## src/design/README_unused.sv

```systemverilog
`timescale 1ns/100ps
`default_nettype none
`default_nettype wire

```

## src/common/cse_pkg.sv

```systemverilog
package cse_pkg;
  localparam int unsigned CSE_ADDR_W = 8;
  localparam logic [7:0] CSE_OFF_CTRL = 8'h00;
  localparam logic [7:0] CSE_OFF_STATUS = 8'h04;
  localparam logic [7:0] CSE_OFF_PC_LO = 8'h08;
  localparam logic [7:0] CSE_OFF_PC_HI = 8'h0C;
  localparam logic [7:0] CSE_OFF_RST_LO = 8'h10;
  localparam logic [7:0] CSE_OFF_RST_HI = 8'h14;
  localparam int unsigned CSE_CTRL_SWAP_BIT = 0;
  localparam int unsigned CSE_ST_CFG_BIT = 0;
  localparam int unsigned CSE_ST_LSO_BIT = 1;
  localparam int unsigned CSE_ST_LLF_BIT = 2;
  localparam int unsigned CSE_ST_ISA_BIT = 3;
  localparam int unsigned CSE_ST_SWAP_BIT = 4;
  localparam logic CSE_ORDER_LITTLE = 1'b0;
  localparam logic CSE_ORDER_BIG = 1'b1;
  localparam logic CSE_ISA_STD = 1'b0;
  localparam logic CSE_ISA_CMP = 1'b1;
  localparam logic [63:0] CSE_INC_STD = 64'h0000_0000_0000_0004;
  localparam logic [63:0] CSE_INC_CMP = 64'h0000_0000_0000_0002;
  localparam logic [63:0] CSE_LINK_STD = 64'h0000_0000_0000_0008;
  localparam logic [63:0] CSE_LINK_CMP = 64'h0000_0000_0000_0004;
  localparam logic [63:0] CSE_PC_RESET = 64'hFFFF_FFFF_BFC0_0000;
  localparam logic [31:0] CSE_CTRL_RESET = 32'h0000_0000;
  typedef enum logic [1:0] {
    CSE_ST_SEQ = 2'b01,
    CSE_ST_DELAY = 2'b10
  } cse_slot_t;
endpackage

```

## src/design/cse_core_seq.sv

```systemverilog
// The APB slave port and the register offsets were left to the implementer.
`timescale 1ns/100ps
`default_nettype none
module cse_core_seq
  import cse_pkg::*;
#(
  parameter logic [63:0] PC_RESET = CSE_PC_RESET
) (
  input wire logic clk,
  input wire logic reset_n,
  input wire logic byte_order_strap,
  input wire logic user_mode,
  input wire logic slot_valid,
  input wire logic instr_compressed,
  input wire logic pc_assign,
  input wire logic [63:0] pc_assign_value,
  input wire logic pc_assign_isa,
  input wire logic branch_taken,
  input wire logic [63:0] branch_target,
  input wire logic link_req,
  input wire logic [4:0] link_idx,
  input wire logic exc_req,
  input wire logic [63:0] exc_vector,
  input wire logic imm_req,
  input wire logic [4:0] imm_idx,
  input wire logic [63:0] imm_data,
  input wire logic dly_req,
  input wire logic [4:0] dly_idx,
  input wire logic [63:0] dly_data,
  input wire logic ll_access,
  input wire logic sc_access,
  input wire logic store_conflict,
  input wire logic eret,
  input wire logic psel,
  input wire logic penable,
  input wire logic pwrite,
  input wire logic [7:0] paddr,
  input wire logic [31:0] pwdata,
  output logic [31:0] prdata,
  output logic pready,
  output logic pslverr,
  output logic [63:0] pc,
  output logic instr_set_selector,
  output logic reset_byte_order_cfg,
  output logic mem_byte_order,
  output logic load_store_byte_order,
  output logic user_endian_swap,
  output logic link_reservation_flag,
  output logic sc_done,
  output logic sc_success,
  output logic wb_now_valid,
  output logic [4:0] wb_now_idx,
  output logic [63:0] wb_now_data,
  output logic wb_late_valid,
  output logic [4:0] wb_late_idx,
  output logic [63:0] wb_late_data,
  output logic exc_valid,
  output logic [63:0] exc_restart
);
  cse_slot_t state;
  cse_slot_t next_state;
  logic strap_done;
  logic [31:0] ctrl;
  logic [63:0] br_target;
  logic [63:0] next_pc;
  logic next_isa;
  logic next_llf;
  logic late_pend;
  logic [4:0] late_idx;
  logic [63:0] late_data;
  logic [63:0] restart_last;
  logic [31:0] next_prdata;

  // strap caught by a clocked process after release, never by the reset
  always_ff @(posedge clk or negedge reset_n) begin
    if (!reset_n) begin
      strap_done <= 1'b0;
      reset_byte_order_cfg <= CSE_ORDER_LITTLE;
    end else if (!strap_done) begin
      strap_done <= 1'b1;
      reset_byte_order_cfg <= byte_order_strap;
    end
  end

  wire swap_en = ctrl[CSE_CTRL_SWAP_BIT];
  assign user_endian_swap = swap_en & user_mode;
  assign mem_byte_order = reset_byte_order_cfg;
  // kernel and supervisor never see the swap, since it needs user mode
  assign load_store_byte_order = reset_byte_order_cfg ^ user_endian_swap;

  // pc sequencing; exception outranks the delay-slot redirect
  wire [63:0] pc_step = instr_compressed ? CSE_INC_CMP : CSE_INC_STD;
  wire [63:0] link_step = instr_compressed ? CSE_LINK_CMP : CSE_LINK_STD;
  wire [63:0] link_addr = pc + link_step;
  wire [63:0] seq_pc = pc + pc_step;

  always_comb begin
    next_state = state;
    next_pc = pc;
    next_isa = instr_set_selector;
    if (slot_valid) begin
      case (state)
        CSE_ST_SEQ: begin
          next_pc = pc_assign ? pc_assign_value : seq_pc;
          if (pc_assign) begin
            next_isa = pc_assign_isa;
          end
          if (branch_taken) begin
            next_state = CSE_ST_DELAY;
          end
        end
        CSE_ST_DELAY: begin
          next_pc = br_target;
          next_state = CSE_ST_SEQ;
        end
        default: begin
          next_state = CSE_ST_SEQ;
        end
      endcase
      if (exc_req) begin
        next_pc = exc_vector;
        next_state = CSE_ST_SEQ;
      end
    end
  end

  always_ff @(posedge clk or negedge reset_n) begin
    if (!reset_n) begin
      state <= CSE_ST_SEQ;
      pc <= PC_RESET;
      instr_set_selector <= CSE_ISA_STD;
      br_target <= '0;
    end else begin
      state <= next_state;
      pc <= next_pc;
      instr_set_selector <= next_isa;
      if (slot_valid && branch_taken && state == CSE_ST_SEQ) begin
        br_target <= branch_target;
      end
    end
  end

  // set wins over clear in the same slot
  always_comb begin
    next_llf = link_reservation_flag;
    if (slot_valid && (store_conflict || eret)) begin
      next_llf = 1'b0;
    end
    if (slot_valid && ll_access) begin
      next_llf = 1'b1;
    end
  end

  always_ff @(posedge clk or negedge reset_n) begin
    if (!reset_n) begin
      link_reservation_flag <= 1'b0;
      sc_done <= 1'b0;
      sc_success <= 1'b0;
    end else begin
      link_reservation_flag <= next_llf;
      sc_done <= slot_valid & sc_access;
      sc_success <= slot_valid & sc_access & link_reservation_flag;
    end
  end

  // write-back: own-slot effects and the previous slot's deferred ones
  // appear in the same cycle; their relative order is left open
  always_ff @(posedge clk or negedge reset_n) begin
    if (!reset_n) begin
      wb_now_valid <= 1'b0;
      wb_now_idx <= '0;
      wb_now_data <= '0;
      wb_late_valid <= 1'b0;
      wb_late_idx <= '0;
      wb_late_data <= '0;
      late_pend <= 1'b0;
      late_idx <= '0;
      late_data <= '0;
      exc_valid <= 1'b0;
      exc_restart <= '0;
      restart_last <= '0;
    end else begin
      wb_now_valid <= slot_valid & (imm_req | link_req);
      wb_late_valid <= slot_valid & late_pend;
      exc_valid <= slot_valid & exc_req;
      if (slot_valid) begin
        if (link_req) begin
          wb_now_idx <= link_idx;
          wb_now_data <= {link_addr[63:1], instr_set_selector};
          restart_last <= {link_addr[63:1], instr_set_selector};
        end else if (imm_req) begin
          wb_now_idx <= imm_idx;
          wb_now_data <= imm_data;
        end
        wb_late_idx <= late_idx;
        wb_late_data <= late_data;
        late_pend <= dly_req;
        late_idx <= dly_idx;
        late_data <= dly_data;
        if (exc_req) begin
          exc_restart <= {pc[63:1], instr_set_selector};
          restart_last <= {pc[63:1], instr_set_selector};
        end
      end
    end
  end

  // apb: read data latched in setup so access always completes at once
  wire apb_setup = psel & ~penable;
  wire apb_access = psel & penable;
  wire hit_ctrl = paddr == CSE_OFF_CTRL;
  wire hit_stat = paddr == CSE_OFF_STATUS;
  wire hit_pclo = paddr == CSE_OFF_PC_LO;
  wire hit_pchi = paddr == CSE_OFF_PC_HI;
  wire hit_rslo = paddr == CSE_OFF_RST_LO;
  wire hit_rshi = paddr == CSE_OFF_RST_HI;
  wire hit_any = hit_ctrl | hit_stat | hit_pclo | hit_pchi | hit_rslo |
    hit_rshi;
  wire [31:0] stat_word = {27'h0, user_endian_swap, instr_set_selector,
    link_reservation_flag, load_store_byte_order, reset_byte_order_cfg};

  always_comb begin
    next_prdata = 32'h0000_0000;
    if (hit_ctrl) next_prdata = ctrl;
    if (hit_stat) next_prdata = stat_word;
    if (hit_pclo) next_prdata = pc[31:0];
    if (hit_pchi) next_prdata = pc[63:32];
    if (hit_rslo) next_prdata = restart_last[31:0];
    if (hit_rshi) next_prdata = restart_last[63:32];
  end

  assign pready = 1'b1;
  assign pslverr = apb_access & ~hit_any;

  always_ff @(posedge clk or negedge reset_n) begin
    if (!reset_n) begin
      prdata <= 32'h0000_0000;
      ctrl <= CSE_CTRL_RESET;
    end else begin
      if (apb_setup && !pwrite) prdata <= next_prdata;
      if (apb_access && pwrite && hit_ctrl) begin
        ctrl <= {31'h0, pwdata[CSE_CTRL_SWAP_BIT]};
      end
    end
  end

  // checker shadow of a pending branch and a deferred write, kept apart
  // from the datapath so that the properties do not restate it
  logic chk_br_pend;
  logic [63:0] chk_br_tgt;
  logic chk_dly_pend;
  logic [4:0] chk_dly_idx;
  logic [63:0] chk_dly_data;

  always_ff @(posedge clk or negedge reset_n) begin
    if (!reset_n) begin
      chk_br_pend <= 1'b0;
      chk_br_tgt <= '0;
      chk_dly_pend <= 1'b0;
      chk_dly_idx <= '0;
      chk_dly_data <= '0;
    end else if (slot_valid) begin
      chk_br_pend <= branch_taken & ~exc_req & ~chk_br_pend;
      if (branch_taken && !chk_br_pend) begin
        chk_br_tgt <= branch_target;
      end
      chk_dly_pend <= dly_req;
      chk_dly_idx <= dly_idx;
      chk_dly_data <= dly_data;
    end
  end
endmodule // cse_core_seq
`default_nettype wire

```

## config.mk

```make
export PLATFORM = sky130hd
export DESIGN_NAME = cse_core_seq
export DESIGN_NICKNAME = d
export VERILOG_FILES = /design/src/design/README_unused.sv /design/src/common/cse_pkg.sv /design/src/design/cse_core_seq.sv
export SDC_FILE = /design/constraint.sdc
export NUM_CORES = 1
export LEC_CHECK = 0
export BUFFER_PORTS_ARGS = -buffer_cell sky130_fd_sc_hd__buf_2
export CORE_MARGIN = 8
export CORE_UTILIZATION = 30
export CTS_CLUSTER_SIZE = 30
export DETAILED_ROUTE_END_ITERATION = 10
export GPL_TIMING_DRIVEN = 0
export SLEW_MARGIN = 25
export SYNTH_ARGS = -nofsm -noshare
export SYNTH_HDL_FRONTEND = slang
export SYNTH_SLANG_ARGS = --single-unit
```

## constraint.sdc

```tcl
create_clock -name clk -period 6.45 [get_ports clk]
set_input_delay 1.29 -clock clk [delete_from_list [all_inputs] [get_ports clk]]
set_output_delay 1.29 -clock clk [all_outputs]
set_load 0.05 [all_outputs]
```

==> impl_results.md <==
* Result of the run: finished clean
* Post-detailed-routing wire length at about 140000 µm
* Final Cycle Share at 0.727
* Non-Filler Cell Area, Final at between 30000 and 40000 µm²
* Worst Path Buf+Inv at 5
* Total area of multi-input combinational cells at 11900 µm²
* Fraction of final layout cells sized beyond drive strength 1 at 0.345
* Proportion of total power due to net switching at 0.410
* Kind of capture point of the worst setup path: flip-flop
* Overall die area at approximately 95000 µm²
* Post-synthesis instance area at 25600 µm²
* Number of antenna violations at the first check in global routing at between 50 and 60
* Maximum net fanout on the critical path at 10
* Synth async-reset ratio at 1.00
* Most area-consuming cells after synthesis: dfrtp_1 (45%), mux2_2 (12%), dfstp_2 (4.3%)
* # port buffers at 668
* Max capacitance violation total at 0
* Area leader, netlist: dfrtp_1
* Number of fill cells at 8844
* Setup Buffers After CTS at 0
* Vias per cell at approximately 5.6
* Vias in the first global route at 25000
* Origin of the worst setup path: exc_req
* Wire length per cell after detailed routing at 31.8 µm
* Most common cell after layout, fill and taps aside: buf_2
* Sequence of cells on the critical path: clkbuf_1 > clkbuf_1 > clkbuf_1 > buf_1 > clkbuf_1 > a21oi_1 > a31oi_1
* RSZ-0062 raised after global routing: no
* Maximum level of the CTS H-tree at 2
* Most frequent cell on the critical path: clkbuf_1
* Net total in the final layout at around 3700
* Worst path top cell family by delay: buffers and inverters
* Post-detailed-route DRC marker count at 0
* WP depth at 7
* Power dissipated by switching net loads at 4.73 mW
* Resized Gates After CTS at 0
* Number of buffers on the longest clock path at 3
* Data arrival time at the worst-slack endpoint at about 5300 ps
* Row count at around 110
* Warnings from Yosys at 0
* Number of synthesized flops with an enable pin at 0
* Core area at 84900 µm²
* Area share of the leading cell type in the synthesized netlist at 0.455
* Worst-margin pin slew at 1190 ps
* Worst reg2reg endpoint: pc[59]$_DFFE_PN1P_
* Largest voltage drop on the vdd net at 0.316 mV
* Clock edge transition at the registers on the reported setup and hold paths at about 60 ps
* Clk network pwr share at 0.303
* Insertion delay to the later sink of the worst-skew pair at 660 ps
* Kind of launch point of the worst setup path: input pin
* Sequential fraction of the synthesis area at 0.498
* Initial Utilization at 0.302
* I/O pin cnt at 706
* Chip height at 308 µm
* Global-route wire length before repair at 194000 µm
* Launch point of the worst reg-to-reg path: pc[1]$_DFFE_PN0P_
* Clock tree sinks at 508
* Class of the most critical setup path: input pin to flip-flop
* Final Skew at 37.7 ps
* Cell Area, Placed at around 31000 µm²
* DPL Wire Length at 113000 µm
* Count of TritonRoute iterations in the first routing pass at 6
* Yosys cell types at a little under 80
* Total internal power at 6.81 mW
* Endpoint of the most critical setup path: pc[39]$_DFFE_PN1P_
* Total power per unit cell area at 353 nW/µm²
* Global router's overall resource usage at 0.286
* Flop and latch count out of synthesis at between 500 and 600
* Most frequent cells in the layout: buf_2 (688), dfrtp_1 (466), mux2_2 (266)
* Leakage power summed over all cells at roughly 14 nW
* Number of nets with antenna violations after detailed routing at 0
* Detailed-route via count at 25000
* Normalized max-slew margin at 0.201
* Slowest library cell on the worst path: buf_1
* Period minus WS final at 4690 ps
* Worst min-delay path class: flip-flop to flip-flop
* Post-Synthesis Mean Instance Area at slightly above 10 µm²
* Combinational group share of total power at 0.334
* Max-slew violations at 0
* DRC violation total after the first TritonRoute iteration at between 2000 and 3000
* Die boundary width at approximately 310 µm
* Total negative setup slack at 0 ps
* Final-report hold violation count at 0
* Count of mapped cells out of synthesis at 2513
* Quantity of hold-fixing buffers added after cts at 0
* Routability congestion estimate at 1.01
* Number of buffers inserted during clock tree synthesis at 60
* GRT Residual Overflow at 0
* Cells on worst reg2reg path at 9
* Synthesis-to-finish area growth at 27.6%
* Maximum cell stage delay along the critical path at 870 ps
* Setup violation total in the final timing report at 0
* Largest net degree at the start of global routing at 89
* Upper clock frequency limit at approximately 210 MHz
* R2R setup slack at ~2300 ps
* Synth Flop Type: dfrtp_1
* Relative contribution of sequential cells to total power at 0.363
* Reg area at ~13000 µm²
* Cell at the root of the clock tree: clkbuf_16
* Required time reported for the critical path endpoint at 7030 ps
* TritonCTS clock tree: yes
power by group through the flow:
| stage | clock network, mW | registers, mW | logic [mW] |
|---|---|---|---|
| global placement | 0 | 4.21 | 3.79 |
| finish | 3.49 | 4.19 | 3.86 |
| CTS | 3.55 | 4.18 | 3.83 |
| floorplan | 0 | 5.31 | 1.18 |
| detailed placement | 0 | 4.23 | 3.82 |
| global route | 3.67 | 4.25 | 4.00 |
metrics by stage:
| step | std cells | power (mW) | worst slack [ps] | hold slack, ps | utilization |
|---|---|---|---|---|---|
| final | 4461 | 11.5 | 1760 | 469 | 0.385 |
| after global routing | 4450 | 11.9 | 1980 | 493 | 0.385 |
| after CTS | 4445 | 11.6 | 2180 | 474 | 0.385 |
| after detailed placement | 4333 | 8.06 | 1510 | 462 | 0.361 |
| after global placement | 4326 | 8.00 | -6930 | 457 | 0.358 |
| after floorplan | 2514 | 6.50 | 2560 | 442 | - |
routing by layer:
metal  track usage  share of wire  vias up  routed length, µm
li1              -              -    10600                  -
met1         0.334           0.37    12400              52200
met2         0.448           0.45     1544              63100
met3         0.109           0.11      422              15800
met4         0.165          0.072       64              10200
met5             0         0.0028        -                390
cell type report:
cell class,instances,area share
flip-flops and latches,508,0.390
multi-input cells,1760,0.365
repair buffers,675,0.108
clock buffers,93,0.0549
well taps,1144,0.0438
plain buffers,228,0.0282
clock inverters,19,0.00669
inverters,18,0.00207
diodes,16,0.00122
Yosys cell counts (all sizes together), types with 52 or more instances:
cell type	n
dfrtp	466
mux2	266
nand2	246
o21ai	205
clkbuf	179
nor2	166
xnor2	89
a21oi	85
nand3	63
nor3	57
a221oi	54
o22ai	52
sequential cells by signal, summed over array words and instances (netlist names), 2 cells and up:
| register | count |
|---|---|
| wb_late_data | 64 |
| wb_now_data | 64 |
| restart_last | 64 |
| br_target | 64 |
| pc | 64 |
| wb_late_idx | 5 |
| late_data | 64 |
| late_idx | 5 |
| prdata | 32 |
| state | 2 |
| exc_restart | 64 |
| wb_now_idx | 5 |
kinds of logic after synthesis:
family	count (synthesis)	synth area share
buffers and inverters	246	0.0384
adders and majority gates	6	0.00351
xor gates and xnor gates	133	0.0454
DFF	508	0.498
AOI/OAI and AO/OA	556	0.138
other	1	0.000146
and+or+nand+nor	751	0.142
muxes	312	0.135
worst min-delay path by stage:
stage	from	end	slack, ps	cells past startpoint
after floorplan	restart_last[3]$_DFFE_PN0P_	restart_last[3]$_DFFE_PN0P_	440	2
after global placement	wb_now_data[20]$_DFFE_PN0P_	wb_now_data[20]$_DFFE_PN0P_	460	1
after detailed placement	wb_now_data[20]$_DFFE_PN0P_	wb_now_data[20]$_DFFE_PN0P_	460	1
after CTS	wb_now_data[20]$_DFFE_PN0P_	wb_now_data[20]$_DFFE_PN0P_	470	1
after global routing	wb_now_data[14]$_DFFE_PN0P_	wb_now_data[14]$_DFFE_PN0P_	490	1
final	wb_now_data[20]$_DFFE_PN0P_	wb_now_data[20]$_DFFE_PN0P_	470	1
No activity file was read; power rests on OpenSTA's default activity.
